===== src/ptmr_pkg.sv =====
// Package of constants and types for the prescaled one-shot waveform timer
package ptmr_pkg;

    // ------------------------------------------------------------
    // Widths
    // ------------------------------------------------------------
    localparam int unsigned AW    = 4;  // Register address width
    localparam int unsigned DW    = 8;  // Register data width
    localparam int unsigned DIV_W = 3;  // Count source divider width

    // ------------------------------------------------------------
    // Register offsets
    // ------------------------------------------------------------
    localparam logic [AW-1:0] A_CTRL = 4'h0;  // Timer control
    localparam logic [AW-1:0] A_OSC  = 4'h1;  // One-shot control
    localparam logic [AW-1:0] A_IOC  = 4'h2;  // Timer I/O control
    localparam logic [AW-1:0] A_MODE = 4'h3;  // Timer mode
    localparam logic [AW-1:0] A_PRE  = 4'h4;  // Prescaler
    localparam logic [AW-1:0] A_SEC  = 4'h5;  // Secondary reload
    localparam logic [AW-1:0] A_PRI  = 4'h6;  // Primary reload
    localparam logic [AW-1:0] A_STAT = 4'h7;  // Interrupt status
    localparam logic [AW-1:0] A_MASK = 4'h8;  // Interrupt mask
    localparam logic [AW-1:0] A_PORT = 4'h9;  // Port data of the wave pin

    // ------------------------------------------------------------
    // Field positions
    // ------------------------------------------------------------
    localparam int unsigned B_START  = 0;  // count_start
    localparam int unsigned B_STATUS = 1;  // count_status
    localparam int unsigned B_FSTOP  = 2;  // forced_stop
    localparam int unsigned B_OSST   = 0;  // one_shot_start
    localparam int unsigned B_OSSP   = 1;  // one_shot_stop
    localparam int unsigned B_OSSTF  = 2;  // one_shot_status
    localparam int unsigned B_LEVEL  = 0;  // Idle output level
    localparam int unsigned B_TRGEN  = 1;  // External trigger enable
    localparam int unsigned B_DIR    = 2;  // Port direction, 1 = output
    localparam int unsigned B_MODE   = 0;  // Mode field, two bits
    localparam int unsigned B_SRC    = 4;  // Count source field, two bits
    localparam int unsigned B_UF     = 0;  // Counter underflow event
    localparam int unsigned B_OSEND  = 1;  // One-shot end event

    // ------------------------------------------------------------
    // Reset values and divider settings
    // ------------------------------------------------------------
    localparam logic [DW-1:0]    PRE_RST = 8'hff;  // Prescaler reset value
    localparam logic [DW-1:0]    PRI_RST = 8'hff;  // Primary reset value
    localparam logic [DW-1:0]    SEC_RST = 8'hff;  // Secondary reset value
    localparam logic [DIV_W-1:0] DIV8    = 3'h7;   // Terminal count of /8

    // ------------------------------------------------------------
    // Types
    // ------------------------------------------------------------
    typedef enum logic [1:0] {
        M_TIMER = 2'h0,  // Plain timer
        M_WAVE  = 2'h1,  // Waveform generation
        M_OS    = 2'h3,  // One-shot
        M_WAIT  = 2'h2   // Wait one-shot
    } ptmr_mode_t;

    typedef struct packed {
        logic [AW-1:0] addr;   // Register address
        logic [DW-1:0] wdata;  // Write data
        logic          wr;     // Write strobe
        logic          rd;     // Read strobe
    } ptmr_bus_t;

endpackage


===== src/ptmr_top.sv =====
// Prescaled 8-bit down-counting timer with waveform and one-shot modes
// What this block does
// - Timer stays stopped after reset
// - Prescaler and counter read as separate bytes
// - One-shot stop halts counter, then reloads it
// - Status rises 1-2 source cycles after start
// - Status falls 1-2 cycles later; halt then
// - Forced stop halts immediately
// - One-shot status follows requests after 1-2 cycles
// - Crossing one-shot requests settle to the last one; stop wins a tie
// - Input-direction port read returns waveform level
// - Forced stop in waveform restores prescaler and primary reset values
module ptmr_top
    import ptmr_pkg::*;
(
    // Clock and reset
    input  wire logic                I_CLK,
    input  wire logic                I_NRST,
    // Register port
    input  wire ptmr_pkg::ptmr_bus_t I_BUS,
    output logic [ptmr_pkg::DW-1:0]  O_RDATA,
    // Pins
    input  wire logic                I_TRIG,
    output logic                     O_WAVE,
    output logic                     O_WAVE_OE,
    // Interrupt
    output logic                     O_IRQ
);
    import ptmr_pkg::*;

    // ------------------------------------------------------------
    // Decode
    // ------------------------------------------------------------
    // Write hit on one register offset
    function automatic logic wr_hit(input ptmr_bus_t b, input logic [AW-1:0] a);
        return b.wr && (b.addr == a);
    endfunction

    // Read hit on one register offset
    function automatic logic rd_hit(input ptmr_bus_t b, input logic [AW-1:0] a);
        return b.rd && (b.addr == a);
    endfunction

    // ------------------------------------------------------------
    // Storage
    // ------------------------------------------------------------
    logic             count_start;      // Software start request
    logic             start_sync;       // First stage toward count_status
    logic             count_status;     // Counting in progress
    logic             os_pend;          // One-shot request waiting for a tick
    logic             os_pend_val;      // Value of that request
    logic             os_stage;         // Request staged, one tick from effect
    logic             os_stage_val;     // Staged value
    logic             one_shot_status;  // One-shot in progress
    ptmr_mode_t       mode;             // Operating mode
    logic [1:0]       src_sel;          // Count source select
    logic [DIV_W-1:0] div;              // Free divider
    logic [DW-1:0]    pre_reload;       // Prescaler reload
    logic [DW-1:0]    pri_reload;       // Primary reload
    logic [DW-1:0]    sec_reload;       // Secondary reload
    logic [DW-1:0]    pre_cnt;          // Prescaler count
    logic [DW-1:0]    cnt;              // Timer count
    logic             phase;            // 0 primary period, 1 secondary
    logic             out_level;        // Idle output level
    logic             trig_en;          // External trigger enable
    logic             port_dir;         // Pin direction, 1 = driven
    logic             port_data;        // Port data latch
    logic [2:0]       trig_ff;          // Trigger synchroniser
    logic             trig_lvl;         // Filtered trigger level
    logic             trig_evt;         // Accepted rising trigger
    logic [1:0]       irq_stat;         // Sticky events
    logic [1:0]       irq_mask;         // Event enables
    logic [DW-1:0]    rdata;            // Read data
    logic             wave;             // Waveform output
    logic             irq;              // Interrupt output

    // ------------------------------------------------------------
    // Combinational helpers
    // ------------------------------------------------------------
    logic tick;         // One count source cycle
    logic fstop;        // Forced stop write
    logic one_shot_m;   // Either one-shot mode
    logic run;          // Counting is active
    logic uf_evt;       // Timer counter underflow
    logic os_done;      // One-shot finished
    logic next_wave;    // Next waveform level
    logic [DW-1:0] rd_mux;  // Read selection

    // Count source: /1, /2 or /8 of the clock as an enable
    always_comb begin
        unique case (src_sel)
            2'h0:    tick = 1'b1;
            2'h1:    tick = div[0];
            default: tick = (div == DIV8);
        endcase
    end

    assign fstop      = wr_hit(I_BUS, A_CTRL) && I_BUS.wdata[B_FSTOP];
    assign one_shot_m = (mode == M_OS) || (mode == M_WAIT);
    assign run        = count_status && (!one_shot_m || one_shot_status);
    assign uf_evt     = run && tick && (pre_cnt == 8'h00) && (cnt == 8'h00);
    assign os_done    = uf_evt && ((mode == M_OS) || ((mode == M_WAIT) && phase));

    // ------------------------------------------------------------
    // Divider
    // ------------------------------------------------------------
    // Free-running so the source phase is independent of start
    always_ff @(posedge I_CLK) begin
        if (!I_NRST) begin
            div <= '0;
        end else begin
            div <= div + 3'h1;
        end
    end

    // ------------------------------------------------------------
    // Start and stop
    // ------------------------------------------------------------
    // Software start bit, cleared by a forced stop
    always_ff @(posedge I_CLK) begin
        if (!I_NRST) begin
            count_start <= 1'b0;
        end else if (wr_hit(I_BUS, A_CTRL)) begin
            count_start <= I_BUS.wdata[B_START] && !I_BUS.wdata[B_FSTOP];
        end
    end

    // Two ticks of staging give the 1 to 2 source cycle lag both ways
    always_ff @(posedge I_CLK) begin
        if (!I_NRST || fstop) begin
            start_sync   <= 1'b0;
            count_status <= 1'b0;
        end else if (tick) begin
            start_sync   <= count_start;
            count_status <= start_sync;
        end
    end

    // ------------------------------------------------------------
    // External trigger
    // ------------------------------------------------------------
    // Three flops; a level is taken once stages two and three agree
    always_ff @(posedge I_CLK) begin
        if (!I_NRST) begin
            trig_ff  <= 3'h0;
            trig_lvl <= 1'b0;
            trig_evt <= 1'b0;
        end else begin
            trig_ff  <= {trig_ff[1:0], I_TRIG};
            trig_evt <= 1'b0;
            if (trig_ff[1] == trig_ff[2]) begin
                trig_lvl <= trig_ff[2];
                trig_evt <= trig_ff[2] && !trig_lvl;
            end
        end
    end

    // ------------------------------------------------------------
    // One-shot control
    // ------------------------------------------------------------
    // Later request overwrites a pending one, so crossing
    // start and stop settle to whichever arrived last
    always_ff @(posedge I_CLK) begin
        if (!I_NRST || fstop) begin
            os_pend         <= 1'b0;
            os_pend_val     <= 1'b0;
            os_stage        <= 1'b0;
            os_stage_val    <= 1'b0;
            one_shot_status <= 1'b0;
        end else begin
            if (wr_hit(I_BUS, A_OSC) && I_BUS.wdata[B_OSSP]) begin
                os_pend     <= 1'b1;
                os_pend_val <= 1'b0;
            end else if ((wr_hit(I_BUS, A_OSC) && I_BUS.wdata[B_OSST]) ||
                         (trig_evt && trig_en && one_shot_m)) begin
                os_pend     <= 1'b1;
                os_pend_val <= 1'b1;
            end else if (tick) begin
                os_pend     <= 1'b0;
            end
            if (tick) begin
                os_stage     <= os_pend;
                os_stage_val <= os_pend_val;
            end
            // Completion by hardware and a staged request take effect here
            if (tick && os_stage) begin
                one_shot_status <= os_stage_val;
            end else if (os_done) begin
                one_shot_status <= 1'b0;
            end
        end
    end

    // ------------------------------------------------------------
    // Configuration registers
    // ------------------------------------------------------------
    // Mode, source and pin controls
    always_ff @(posedge I_CLK) begin
        if (!I_NRST) begin
            mode      <= M_TIMER;
            src_sel   <= 2'h0;
            out_level <= 1'b0;
            trig_en   <= 1'b0;
            port_dir  <= 1'b0;
            port_data <= 1'b0;
        end else begin
            if (wr_hit(I_BUS, A_MODE)) begin
                mode    <= ptmr_mode_t'(I_BUS.wdata[B_MODE +: 2]);
                src_sel <= I_BUS.wdata[B_SRC +: 2];
            end
            if (wr_hit(I_BUS, A_IOC)) begin
                out_level <= I_BUS.wdata[B_LEVEL];
                trig_en   <= I_BUS.wdata[B_TRGEN];
                port_dir  <= I_BUS.wdata[B_DIR];
            end
            if (wr_hit(I_BUS, A_PORT)) begin
                port_data <= I_BUS.wdata[0];
            end
        end
    end

    // Reload values; a forced stop in waveform mode restores them
    always_ff @(posedge I_CLK) begin
        if (!I_NRST || (fstop && (mode == M_WAVE))) begin
            pre_reload <= PRE_RST;
            pri_reload <= PRI_RST;
        end else begin
            if (wr_hit(I_BUS, A_PRE)) begin
                pre_reload <= I_BUS.wdata;
            end
            if (wr_hit(I_BUS, A_PRI)) begin
                pri_reload <= I_BUS.wdata;
            end
        end
    end

    // Secondary reload, used by waveform and wait one-shot
    always_ff @(posedge I_CLK) begin
        if (!I_NRST) begin
            sec_reload <= SEC_RST;
        end else if (wr_hit(I_BUS, A_SEC)) begin
            sec_reload <= I_BUS.wdata;
        end
    end

    // ------------------------------------------------------------
    // Counter
    // ------------------------------------------------------------
    // Writes while counting only change the reloads; the counter
    // takes them at the next underflow
    always_ff @(posedge I_CLK) begin
        if (!I_NRST || (fstop && (mode == M_WAVE))) begin
            pre_cnt <= PRE_RST;
            cnt     <= PRI_RST;
            phase   <= 1'b0;
        end else if (one_shot_m && !run) begin
            pre_cnt <= pre_reload;
            cnt     <= pri_reload;
            phase   <= 1'b0;
        end else if (!count_status) begin
            if (wr_hit(I_BUS, A_PRE)) begin
                pre_cnt <= I_BUS.wdata;
            end
            if (wr_hit(I_BUS, A_PRI)) begin
                cnt   <= I_BUS.wdata;
                phase <= 1'b0;
            end
        end else if (run && tick) begin
            if (pre_cnt != 8'h00) begin
                pre_cnt <= pre_cnt - 8'h01;
            end else begin
                pre_cnt <= pre_reload;
                if (cnt != 8'h00) begin
                    cnt <= cnt - 8'h01;
                end else begin
                    // Underflow: pick the next period by mode
                    unique case (mode)
                        M_TIMER: begin
                            cnt <= pri_reload;
                        end
                        M_WAVE: begin
                            cnt   <= phase ? pri_reload : sec_reload;
                            phase <= !phase;
                        end
                        M_OS: begin
                            cnt <= pri_reload;
                        end
                        M_WAIT: begin
                            cnt   <= phase ? pri_reload : sec_reload;
                            phase <= !phase;
                        end
                    endcase
                end
            end
        end
    end

    // ------------------------------------------------------------
    // Waveform output
    // ------------------------------------------------------------
    // Active level is the inverse of the idle level
    always_comb begin
        unique case (mode)
            M_TIMER: next_wave = out_level;
            M_WAVE:  next_wave = out_level ^ (count_status && phase);
            M_OS:    next_wave = out_level ^ run;
            M_WAIT:  next_wave = out_level ^ (run && phase);
        endcase
    end

    // Registered pin level
    always_ff @(posedge I_CLK) begin
        if (!I_NRST) begin
            wave <= 1'b0;
        end else begin
            wave <= next_wave;
        end
    end

    // ------------------------------------------------------------
    // Interrupt
    // ------------------------------------------------------------
    // Reading the status clears it, but a same-cycle event survives
    always_ff @(posedge I_CLK) begin
        if (!I_NRST) begin
            irq_stat <= 2'h0;
            irq_mask <= 2'h0;
            irq      <= 1'b0;
        end else begin
            irq_stat[B_UF]    <= uf_evt ||
                                 (irq_stat[B_UF] && !rd_hit(I_BUS, A_STAT));
            irq_stat[B_OSEND] <= os_done ||
                                 (irq_stat[B_OSEND] && !rd_hit(I_BUS, A_STAT));
            if (wr_hit(I_BUS, A_MASK)) begin
                irq_mask <= I_BUS.wdata[1:0];
            end
            irq <= |(irq_stat & irq_mask);
        end
    end

    // ------------------------------------------------------------
    // Read back
    // ------------------------------------------------------------
    // Each byte is read alone, so a wide read may see the count move
    always_comb begin
        unique case (I_BUS.addr)
            A_CTRL:  rd_mux = {6'h00, count_status, count_start};
            A_OSC:   rd_mux = {5'h00, one_shot_status, 2'h0};
            A_IOC:   rd_mux = {5'h00, port_dir, trig_en, out_level};
            A_MODE:  rd_mux = {2'h0, src_sel, 2'h0, mode};
            A_PRE:   rd_mux = pre_cnt;
            A_SEC:   rd_mux = sec_reload;
            A_PRI:   rd_mux = cnt;
            A_STAT:  rd_mux = {6'h00, irq_stat};
            A_MASK:  rd_mux = {6'h00, irq_mask};
            A_PORT:  rd_mux = {7'h00, port_dir ? port_data : wave};
            default: rd_mux = 8'h00;
        endcase
    end

    // Data valid only in the cycle after the read strobe
    always_ff @(posedge I_CLK) begin
        if (!I_NRST) begin
            rdata <= 8'h00;
        end else begin
            rdata <= I_BUS.rd ? rd_mux : 8'h00;
        end
    end

    // ------------------------------------------------------------
    // Outputs
    // ------------------------------------------------------------
    assign O_RDATA   = rdata;
    assign O_WAVE    = wave;
    assign O_WAVE_OE = port_dir;
    assign O_IRQ     = irq;

endmodule


===== config.mk =====
export PLATFORM = sky130hd
export DESIGN_NAME = ptmr_top
export DESIGN_NICKNAME = d
export VERILOG_FILES = /design/src/ptmr_pkg.sv /design/src/ptmr_top.sv
export SDC_FILE = /design/constraint.sdc
export NUM_CORES = 1
export LEC_CHECK = 0
export BUFFER_PORTS_ARGS = -buffer_cell sky130_fd_sc_hd__buf_2
export CORE_ASPECT_RATIO = 1.25
export CORE_UTILIZATION = 40
export DETAILED_ROUTE_END_ITERATION = 12
export GPL_ROUTABILITY_DRIVEN = 0
export SLEW_MARGIN = 40
export SYNTH_ARGS = -nofsm -noshare
export SYNTH_HDL_FRONTEND = slang
export SYNTH_SLANG_ARGS = --single-unit

===== constraint.sdc =====
create_clock -name I_CLK -period 2.2 [get_ports I_CLK]
set_input_delay 0.11 -clock I_CLK [delete_from_list [all_inputs] [get_ports I_CLK]]
set_output_delay 0.11 -clock I_CLK [all_outputs]
set_load 0.03 [all_outputs]

# After elaboration in Yosys (flattened, before gate mapping)

Index checks and enable logic that the tools add are counted.

Bits in registers: 79
Input bits: 17

Add/subtract/negate cells: 3
Equality and inequality tests: 21
Muxes and demuxes: 28
Bitwise logic cells: 4
Reductions and logical operators: 67

Operator list:

| operator                                            | number |
|---|---|
| two-way mux 8 bit                                   | 12 |
| case mux 8 bit (10 select lines)                    | 1 |
| logical AND 1 bit                                   | 30 |
| equality test 4 x 3 -> 1 bit, second input constant | 4 |
| logical NOT 8 bit                                   | 2 |
| case mux 8 bit (2 select lines)                     | 1 |
| nonzero test 8 bit                                  | 2 |
| subtractor 8 x 1 -> 8 bit, second input constant    | 2 |
| two-way mux 1 bit                                   | 12 |
| OR reduction 2 bit                                  | 5 |
| nonzero test 3 bit                                  | 3 |
| equality test 4 x 2 -> 1 bit, second input constant | 2 |
| equality test 4 bit, second input constant          | 2 |
| logical OR 1 bit                                    | 8 |
| logical NOT 1 bit                                   | 7 |
| != test 2 bit, second input constant                | 3 |
| AND reduction 2 bit                                 | 3 |
| AND reduction 5 bit                                 | 1 |
| equality test 2 x 1 -> 1 bit, second input constant | 2 |
| equality test 2 bit, second input constant          | 2 |
| equality test 4 x 1 -> 1 bit, second input constant | 1 |
| logical NOT 2 bit                                   | 2 |
| logical NOT 4 bit                                   | 1 |
| case mux 1 bit (4 select lines)                     | 1 |
| other kinds (11)                                    | 14 |

# Logic depth before layout (Yosys ltp)

Gate-level depths: netlist (run 1).

Depth after elaboration: 11
Mapped depth: 9
Depth with buffers taken out: 7

# Worst setup path before layout (run 1)

No wires, ideal clock.

Kind: register -> register
From: register pre_cnt[0]
To: register cnt[7]
Setup time: 0.124 ns
Arrival: 1.973 ns
Path slack: 0.103 ns
Cell stages (with the launch flop): 10
Buffers on the path: 2
Clock period less this slack: 2.097 ns
Cells stage by stage: dfxtp_1 > inv_1 > ha_1 > or3b_2 > buf_2 > nor4_4 > o22ai_2 > buf_6 > a21oi_2 > o31ai_2

Word-level cells in the longest chain between the ends: 3

Ends and longest elaborated chain:

| what                          | line            | text |
|---|---|---|
| from (decl)                   | ptmr_top.sv:61  | `logic [DW-1:0] pre_cnt;` |
| from (signal assigned)        | ptmr_top.sv:257 | `pre_cnt <= pre_reload;` |
| from (signal assigned)        | ptmr_top.sv:262 | `pre_cnt <= I_BUS.wdata;` |
| from (signal assigned)        | ptmr_top.sv:270 | `pre_cnt <= pre_cnt - 8'h01;` |
| nonzero test 8 bit            | ptmr_top.sv:269 | `if (pre_cnt != 8'h00) begin` |
| != test 3 bit (no line)       | -               |  |
| AND reduction 3 bit (no line) | -               |  |
| to (signal assigned)          | ptmr_top.sv:265 | `cnt <= I_BUS.wdata;` |
| to (signal assigned)          | ptmr_top.sv:274 | `cnt <= cnt - 8'h01;` |
| to (signal assigned)          | ptmr_top.sv:279 | `cnt <= pri_reload;` |
| to (decl)                     | ptmr_top.sv:62  | `logic [DW-1:0] cnt;` |

No other way between the ends.
A chain may end at the register's enable or synchronous reset.

# Final worst setup path (run 1)

From: register div[0]
To: register pre_cnt[5]

Word-level cells in the longest chain between the ends: 5

Ends and longest elaborated chain:

| what                                 | line            | text |
|---|---|---|
| from (decl)                          | ptmr_top.sv:57  | `logic [DIV_W-1:0] div;` |
| from (signal assigned)               | ptmr_top.sv:112 | `div <= div + 3'h1;` |
| equality test 3 bit                  | ptmr_top.sv:94  | `default: tick = (div == DIV8);` |
| case mux 1 bit (2 select lines) (*)  | ptmr_top.sv:91  | `unique case (src_sel)` |
| logical AND 1 bit (*)                | ptmr_top.sv:268 | `end else if (run && tick) begin` |
| != test 3 x 1 -> 1 bit (no line) (*) | -               |  |
| AND reduction 2 bit (no line) (*)    | -               |  |
| to (signal assigned)                 | ptmr_top.sv:262 |  |
| to (signal assigned)                 | ptmr_top.sv:270 |  |
| to (signal assigned)                 | ptmr_top.sv:272 | `pre_cnt <= pre_reload;` |

Every way passes the cells marked *; elsewhere a longest branch is shown, timed or not.

==> run metrics, run 1 <==
M2 GR Usage=0.400; clock period minus worst slack=2.08 ns; I/O pin cnt=28; Routed WL=around 13000 um; RSZ-0062 raised after global routing=no; post-synthesis xor/xnor area fraction=0.0164; M1 GR Usage=0.291; Final setup viols=0; Slowest-stage cell, CP=a2111o_1; type of the worst min-delay path=input pin to flop; clk sinks=a little under 80; CP dominant cell by count=ha_1; Sw Share=0.242; global route overflow=0; yosys synthesis warning count=0; RR Startpoint=div[0]; CTS tree=done; clk_lat worst skew=between 0.3 and 0.4 ns; hold path cells=3; DRT iter0 DRCs=~300; clock share of power=0.469; die area=11100 sq um; largest net degree at the start of global routing=26; M3 GR Usage=0.0409; initial antenna violation count=0; Crit. End Element=flop; Post-synth ARST share=0; Initial Util=0.418; CTS Root Cell=clkbuf_16; ys flop type=dfxtp_1; post-synthesis mux area share=0.0772; Worst Tran Pin Value=0.632 ns; drt first pass iters=5; status=finished clean; fin. max-slew vios=0; Clock Pin Slew Worst Setup and Hold Paths=roughly 0.060 ns; # diodes=0; post-synth cell types=66; Mapped Area=4260 sq um; Pleak=approximately 2.1 nW; Avg WL per Cell=between 15 and 20 um; final hold vios=0; Die W=roughly 94 um; Critical Path RT=approximately 2.4 ns; worst path cell trace=ha_1 -> ha_1 -> nor2b_1 -> nor2_1 -> o22ai_1 -> a2111o_1 -> o32a_1; pwr/cell area=approximately 660 nW/um^2; Post-route DRC=0; Synth area leaders=dfxtp_1 37%, nand2_1 7.4%, mux2i_1 5.9%; Startpoint Class=flop; number of synthesized flops with an enable pin=0; fin nets=around 610; total number of vias=approximately 4000; CTS Buf Count=9; CP Data Arrival Time=approximately 2.3 ns; Reg2Reg Setup Slack=around 0.12 ns; Layout area overhead=20.3%; Max Root-Sink Buffers=2; VDD IR max=about 0.42 mV; vias in the first global route=3800; Setup WS pre-CTS=about 0.019 ns; sequential cell area fraction in the yosys report=0.371; post-synth top area share=0.371; Net Sw Power=about 0.8 mW; skew final=~0.0078 ns; Core ar.=~10000 sq um; CP Class=flop to flop; maxcap violations=0; Max Fanout on Critical Path=7; Hold Startpoint=I_BUS[5]; Max Freq=around 0.48 GHz; Internal=2.56 mW; simple-gate portion of the synthesized area=0.249; cells after synthesis=528; Yosys top cell by area=dfxtp_1; Die Y=about 120 um; Slew headroom=0.568; Net Count, Synth=555; main combinational cell family by area after synthesis=simple AND/OR/NAND/NOR gates; GR Util All Layers=0.238; Avg Synthesized Cell Area=approximately 8 sq um; Clock H-tree levels=3; Most Crowded Layer GR=met2; dpl hpwl=between 9000 and 10000 um; std cell rows=41; antenna-violating nets left=0; Seq pwr share=0.441; Yosys reg bits=a little under 80; total negative setup slack=0 ns; hold path endpoint=pri_reload[3]; vias per cell=between 5 and 6; CP peak stage delay=between 0.4 and 0.5 ns; Synth Area in Adders=0.0294; top cells by count, synth=84 x nand2_1, 79 x dfxtp_1, 43 x a21oi_1; fin crit share=0.947; worst r2r dst=pre_cnt[5]; fraction of layout cells with a size suffix above 1=0.199; Comb power frac=0.090; Reg2Reg Depth=7; Port Buffers=27; first-pass GRT wire length=between 15000 and 20000 um; setup ws final=between 0.1 and 0.15 ns; count leader, synth=nand2_1; Compound-Gate Fraction of Synth Area=0.209
per-stage QoR:
stage / hold slack [ns] / utilization / instances / cell area [sq um] / total power [mW]
6_report: 0.0310 / 0.502 / 713 / 5130 / 3.38
4_1_cts: 0.0392 / 0.498 / 712 / 5080 / 3.39
5_1_grt: 0.0617 / 0.502 / 713 / 5130 / 3.49
3_5_place_dp: 0.323 / 0.465 / 695 / 4750 / 1.82
2_1_floorplan: 0.234 / - / 528 / 4260 / 1.70
3_3_place_gp: 0.327 / 0.465 / 695 / 4750 / 1.81
power by group through the flow:
stage | combinational, mW | sequential [mW] | clock [mW]
after floorplan | 0.180 | 1.52 | 0
after detailed placement | 0.296 | 1.52 | 0
after CTS | 0.299 | 1.49 | 1.61
after global placement | 0.293 | 1.52 | 0
final | 0.303 | 1.49 | 1.58
after global routing | 0.329 | 1.49 | 1.67
sequential cells by signal, indices dropped and copies added (netlist names), 3 cells and up:
signal / count
trig_ff: 3
O_RDATA: 8
cnt: 8
pre_reload: 8
sec_reload: 8
div: 3
pri_reload: 8
pre_cnt: 8
routing by layer:
| metal | routed length, um | vias to the layer above |
|---|---|---|
| met5 | 0 | - |
| met4 | 375 | 0 |
| met3 | 563 | 28 |
| met2 | 6400 | 122 |
| met1 | 5310 | 1942 |
| li1 | - | 1976 |
layout make-up:
cell class	instances	area, sq um
Fill cell	979	5080
Multi-Input combinational cell	402	2510
Sequential cell	79	1580
Timing Repair Buffer	77	513
Clock buffer	12	267
Tap cell	129	161
Clock inverter	4	52.6
Inverter	10	37.5
cells by family after synthesis:
| group | Yosys count |
|---|---|
| AOI/OAI and AO/OA | 135 |
| xor gates and xnor gates | 8 |
| adders and majority gates | 10 |
| buffers and inverters | 47 |
| DFF | 79 |
| muxes | 32 |
| and+or+nand+nor | 217 |
cell usage in the layout (no fill, tap or decap), types with 9 or more instances in the layout:
cell type  count
a21oi_1       43
buf_2         27
buf_4         49
clkbuf_16      9
dfxtp_1       79
ha_1          10
inv_1         10
mux2i_1       25
nand2_1       84
nand3_1       32
nor2_1        31
nor2b_1       19
nor3_1         9
o21ai_0       21
critical path, delay by kind of cell, from the launching register on:
family                   cells  cell delay [ns]
AO/OA/AOI/OAI                3             0.83
AND/OR/NAND/NOR              2             0.48
flip-flops                   1             0.36
adder cells (fa/ha/maj)      2             0.31
timing repair:
item	CTS	global route
setup buffers	0	1
hold buffers	1	0
gates resized for setup	0	9
endpoints found under the setup margin	0	16
hold endpoints to repair	1	0
how the worst max path moves through the flow:
stage	startpoint	endpoint	slack, ns	cells past startpoint
after floorplan	pre_cnt[0]	cnt[7]	0.10	9
after global routing	div[0]	pre_cnt[5]	0.01	7
after CTS	pre_cnt[1]	cnt[2]	0.008	7
final	div[0]	pre_cnt[5]	0.12	7
after global placement	pre_cnt[0]	cnt[2]	0.07	7
after detailed placement	pre_cnt[1]	cnt[2]	0.02	7
No activity file was read; power rests on OpenSTA's default activity.
==> run 2, diff against run 1 <==
--- a/config.mk
+++ b/config.mk
@@ -8,6 +8,7 @@
 export BUFFER_PORTS_ARGS = -buffer_cell sky130_fd_sc_hd__buf_2
 export CORE_ASPECT_RATIO = 1.25
 export CORE_UTILIZATION = 40
+export CTS_CLUSTER_SIZE = 12
 export DETAILED_ROUTE_END_ITERATION = 12
 export GPL_ROUTABILITY_DRIVEN = 0
 export SLEW_MARGIN = 40
==> constraint.sdc (replaced) <==
create_clock -name I_CLK -period 1.9 [get_ports I_CLK]
set_input_delay 0.095 -clock I_CLK [delete_from_list [all_inputs] [get_ports I_CLK]]
set_output_delay 0.095 -clock I_CLK [all_outputs]
set_load 0.03 [all_outputs]
==> run 2 against run 1 <==
Effect of this change: the run now ends with setup timing left; critical path depth is 1 lower; global-route usage rose by 0.83 points; sequential cell count stayed put; via count increased by 4.7%; cell area up 7.9%; critical path type unchanged.
==> run metrics, run 2 (synthesized netlist as in run 1, its figures left out) <==
CTS Buf Count=9; Worst Tran Pin Value=roughly 0.60 ns; fin. max-slew vios=0; Non-Filler Instances=about 740; status=finished, violations left; Layout area overhead=29.8%; Pleak=roughly 2.3 nW; pwr/cell area=743 nW/um^2; Clock Pin Slew Worst Setup and Hold Paths=approximately 0.060 ns; VDD IR max=approximately 0.55 mV; antenna-violating nets left=0; final hold vios=0; Port Buffers=27; Startpoint Class=flop; Die W=~94 um; Final setup viols=7; Post-route DRC=0; CTS tree=done; Critical Path RT=roughly 2.1 ns; vias per cell=between 5 and 6; CP Class=flop to flop; Max Fanout on Critical Path=6; std cell rows=41; CP Data Arrival Time=2.19 ns; dpl hpwl=~10000 um; hold_ws=between 0.007 and 0.008 ns; fraction of layout cells with a size suffix above 1=0.285; Finished Cell Area=5530 sq um; vias in the first global route=around 4000; fin crit share=1.03; Core ar.=between 10000 and 15000 sq um; global route overflow=0; initial antenna violation count=0; fin nets=approximately 640; clk sinks=between 70 and 80; drt first pass iters=5; Max Root-Sink Buffers=2; total number of vias=between 4000 and 5000; Clock H-tree levels=3; Max Freq=just over 0.5 GHz; Slew headroom=0.592; dpl cells=719; GR Util All Layers=0.246; most common cell after layout, fill and taps aside=nand2_1; Routed WL=~13000 um; clk_lat worst skew=0.35 ns; largest net degree at the start of global routing=23; Avg WL per Cell=roughly 18 um; violated checks=setup timing; CTS Root Cell=clkbuf_16; Initial Util=0.418; most frequent cells in the layout=82 x nand2_1, 74 x dfxtp_1, 74 x buf_4, 39 x a21oi_1, 31 x nand3_1; Die Y=117 um; RSZ-0062 raised after global routing=yes; die area=about 11000 sq um; Util after Layout=0.542; clock period minus worst slack=between 1.5 and 2 ns; skew final=0.00690 ns; DRT iter0 DRCs=between 200 and 300; first-pass GRT wire length=around 20000 um; # diodes=0; I/O pin cnt=28; Setup WS pre-CTS=-0.128 ns; maxcap violations=0; setup ws final=-0.0582 ns; type of the worst min-delay path=input pin to flop; placed cell areas=about 5000 sq um; Crit. End Element=flop
run 2: layout make-up:
cell class                      count  area [sq um]
Clock buffer                       10           229
Clock inverter                      5           106
Fill cell                         934          4680
Inverter                           10          37.5
Multi-Input combinational cell    404          2650
Sequential cell                    79          1590
Tap cell                          129           161
Timing Repair Buffer              106           763
run 2: routing by layer:
metal / up-vias / wire, um / track usage
li1: 2044 / - / -
met1: 2036 / 5600 / 0.299
met2: 137 / 6510 / 0.407
met3: 42 / 585 / 0.0441
met4: 0 / 574 / 0.129
met5: - / 0 / 0
run 2: what timing repair did:
action | 4_1_cts | 5_1_grt
hold endpoints to repair | 1 | 0
cloned | 1 | 1
hold buffers | 1 | 0
resized for setup | 9 | 32
pin swaps | 5 | 9
setup buffers | 0 | 6
setup endpoints to repair | 18 | 20
run 2: critical path: stages, from the launching register on:
cell,delay [ns]
dfxtp_1,0.31
or4_4,0.56
buf_4,0.18
or2_4,0.29
mux2i_2,0.19
a211oi_2,0.09
a211o_1,0.24
run 2: per-stage QoR:
step / setup TNS [ns] / total power [mW]
after floorplan: -0.0922 / 1.97
final: -0.240 / 4.11
after global routing: -0.845 / 4.24
after detailed placement: -1.18 / 2.13
after CTS: -0.0869 / 4.11
after global placement: -0.715 / 2.12
run 2: power breakdown:
part | switching (mW) | internal (mW)
clock | 0.718 | 1.28
combinational | 0.227 | 0.165
sequential | 0.0257 | 1.70
run 2: worst paths after layout:
kind / startpoint / endpoint / slack (ns) / cells past startpoint
hold reg to reg: trig_ff[0] / trig_ff[1] / 0.44 / 1
setup / recovery: pre_cnt[6] / pre_cnt[4] / -0.06 / 6
hold / removal: I_BUS[5] / pre_reload[3] / 0.007 / 3
setup reg to reg: pre_cnt[6] / pre_cnt[4] / -0.06 / 6
==> run 3, diff against run 2 <==
--- a/config.mk
+++ b/config.mk
@@ -7,11 +7,12 @@
 export LEC_CHECK = 0
 export BUFFER_PORTS_ARGS = -buffer_cell sky130_fd_sc_hd__buf_2
 export CORE_ASPECT_RATIO = 1.25
-export CORE_UTILIZATION = 40
+export CORE_UTILIZATION = 54
 export CTS_CLUSTER_SIZE = 12
 export DETAILED_ROUTE_END_ITERATION = 12
 export GPL_ROUTABILITY_DRIVEN = 0
-export SLEW_MARGIN = 40
+export PLACE_DENSITY = 0.75
+export SLEW_MARGIN = 20
 export SYNTH_ARGS = -nofsm -noshare
 export SYNTH_HDL_FRONTEND = slang
 export SYNTH_SLANG_ARGS = --single-unit
==> run 3 against run 2 <==
Effect of this change: the run still ends with setup timing left; setup slack got worse by 0.087 ns; via count grew 5.7%; global-route usage grew 9.5 points; die area shrank 25%; cell area decreased by 2.6%; wire length grew 3.6%; register-to-register slack worse by 0.09 ns; maximum frequency fell by 4.2%; critical path depth is 3 higher; total power fell by 13%; critical endpoint is now cnt[7]; largest power group is now registers.
==> run metrics, run 3 (synthesized netlist as in run 1, its figures left out) <==
Slew headroom=0.535; fin crit share=1.08; die area=between 8000 and 9000 sq um; RR Startpoint=pre_cnt[0]; dpl hpwl=about 9500 um; setup ws final=-0.145 ns; Core ar.=approximately 7500 sq um; antenna-violating nets left=0; Worst Tran Pin Value=~0.7 ns; pwr/cell area=about 660 nW/um^2; fraction of layout cells with a size suffix above 1=0.292; hold path cells=3; Max Fanout on Critical Path=5; most frequent cells in the layout=80 x nand2_1, 75 x dfxtp_1, 72 x buf_4, 39 x a21oi_1, 31 x nand3_1; Die W=slightly above 80 um; Reg2Reg Setup Slack=-0.14 ns; Reg2Reg Depth=9; Pwr Total=~3.6 mW; Max Freq=a little under 0.5 GHz; fin. max-slew vios=0; Port Buffers=27; vias in the first global route=4263; placed cell areas=4860 sq um; Most Crowded Layer GR=met2; total number of vias=about 4500; Crit. End Element=flop; vias per cell=between 6 and 7; initial antenna violation count=0; CP Class=flop to flop; Clock H-tree levels=3; CTS Root Cell=clkbuf_8; I/O pin cnt=28; Final setup viols=11; maxcap violations=0; Critical Path RT=roughly 2.2 ns; worst r2r dst=cnt[7]; GR Util All Layers=0.341; type of the worst min-delay path=input pin to flop; Hold Startpoint=I_BUS[9]; M3 GR Usage=0.0631; final hold vios=0; violated checks=setup timing; most common cell after layout, fill and taps aside=nand2_1; CP Data Arrival Time=around 2.3 ns; drt first pass iters=5; largest net degree at the start of global routing=21; global route overflow=0; Die Y=slightly above 100 um; first-pass GRT wire length=20900 um; Clock Pin Slew Worst Setup and Hold Paths=approximately 0.09 ns; status=finished, violations left; clk sinks=between 70 and 80; M2 GR Usage=0.583; VDD IR max=around 0.55 mV; Finished Cell Area=around 5400 sq um; skew final=0.00641 ns; Max Root-Sink Buffers=2; Avg WL per Cell=about 20 um; Pleak=around 2.2 nW; M1 GR Usage=0.373; Startpoint Class=flop; Initial Util=0.569; RSZ-0062 raised after global routing=yes; Post-route DRC=0; fin nets=around 640; Layout area overhead=26.5%; hold path endpoint=pre_reload[7]; std cell rows=35; CTS tree=done; clock period minus worst slack=2.04 ns; Routed WL=between 10000 and 15000 um; DRT iter0 DRCs=between 400 and 500; # diodes=0; clk_lat worst skew=roughly 0.37 ns; CTS Buf Count=9
-- run 3: how the worst max path moves through the flow --
stage / start / to / slack (ns) / depth (start not counted)
floorplan: pre_cnt[1] / cnt[7] / -0.04 / 9
detailed placement: pre_cnt[1] / irq_stat[1] / -0.11 / 8
CTS: pre_cnt[1] / cnt[5] / -0.06 / 8
finish: pre_cnt[0] / cnt[7] / -0.14 / 9
global route: pre_cnt[0] / cnt[5] / -0.17 / 9
global placement: pre_cnt[1] / one_shot_status / -0.05 / 8
-- run 3: stage by stage --
step           setup slack (ns)  hold WS, ns  setup TNS, ns  utilization  cells
2_1_floorplan           -0.0351        0.219        -0.0922            -    528
3_3_place_gp            -0.0519        0.305         -0.109        0.650    675
3_5_place_dp             -0.110        0.315         -0.602        0.650    675
4_1_cts                 -0.0573       0.0185         -0.265        0.695    699
5_1_grt                  -0.172       0.0455          -1.54        0.720    705
6_report                 -0.145       0.0223          -1.15        0.720    705
-- run 3: worst max-delay path: stages (launching register included) --
cell and delay [ns]:
dfxtp_2 0.34, inv_2 0.07, ha_4 0.13, or3b_4 0.40, nor4_4 0.36, buf_4 0.18, o22ai_4 0.09, buf_6 0.16
a21oi_2 0.14, o31ai_2 0.07
-- run 3: timing repair --
item,in CTS,in global routing
buffers inserted,5,6
endpoints found under the setup margin,13,20
hold endpoints to repair,4,0
gates cloned,1,0
resized for setup,17,32
pin swaps,12,11
hold buffers,2,0
-- run 3: cell type report --
class                      count  area (sq um)
inverter                      10          37.5
clock inverter                 6          91.3
timing repair buffer         106           752
multi-input combinational    402          2670
clock buffer                  10           138
fill                         539          2100
tap                           92           115
sequential                    79          1590
-- run 3: routing by layer --
metal  wire (um)  part of all wire
met3        1090             0.079
met4         725             0.053
met2        6770              0.49
met5           0                 0
met1        5160              0.38
-- run 3: power breakdown --
group	leakage [nW]	internal, mW	switching [mW]	total [mW]
Clock	0.117	0.785	0.670	1.45
Combinational	1.49	0.166	0.239	0.404
Sequential	0.641	1.69	0.0275	1.72
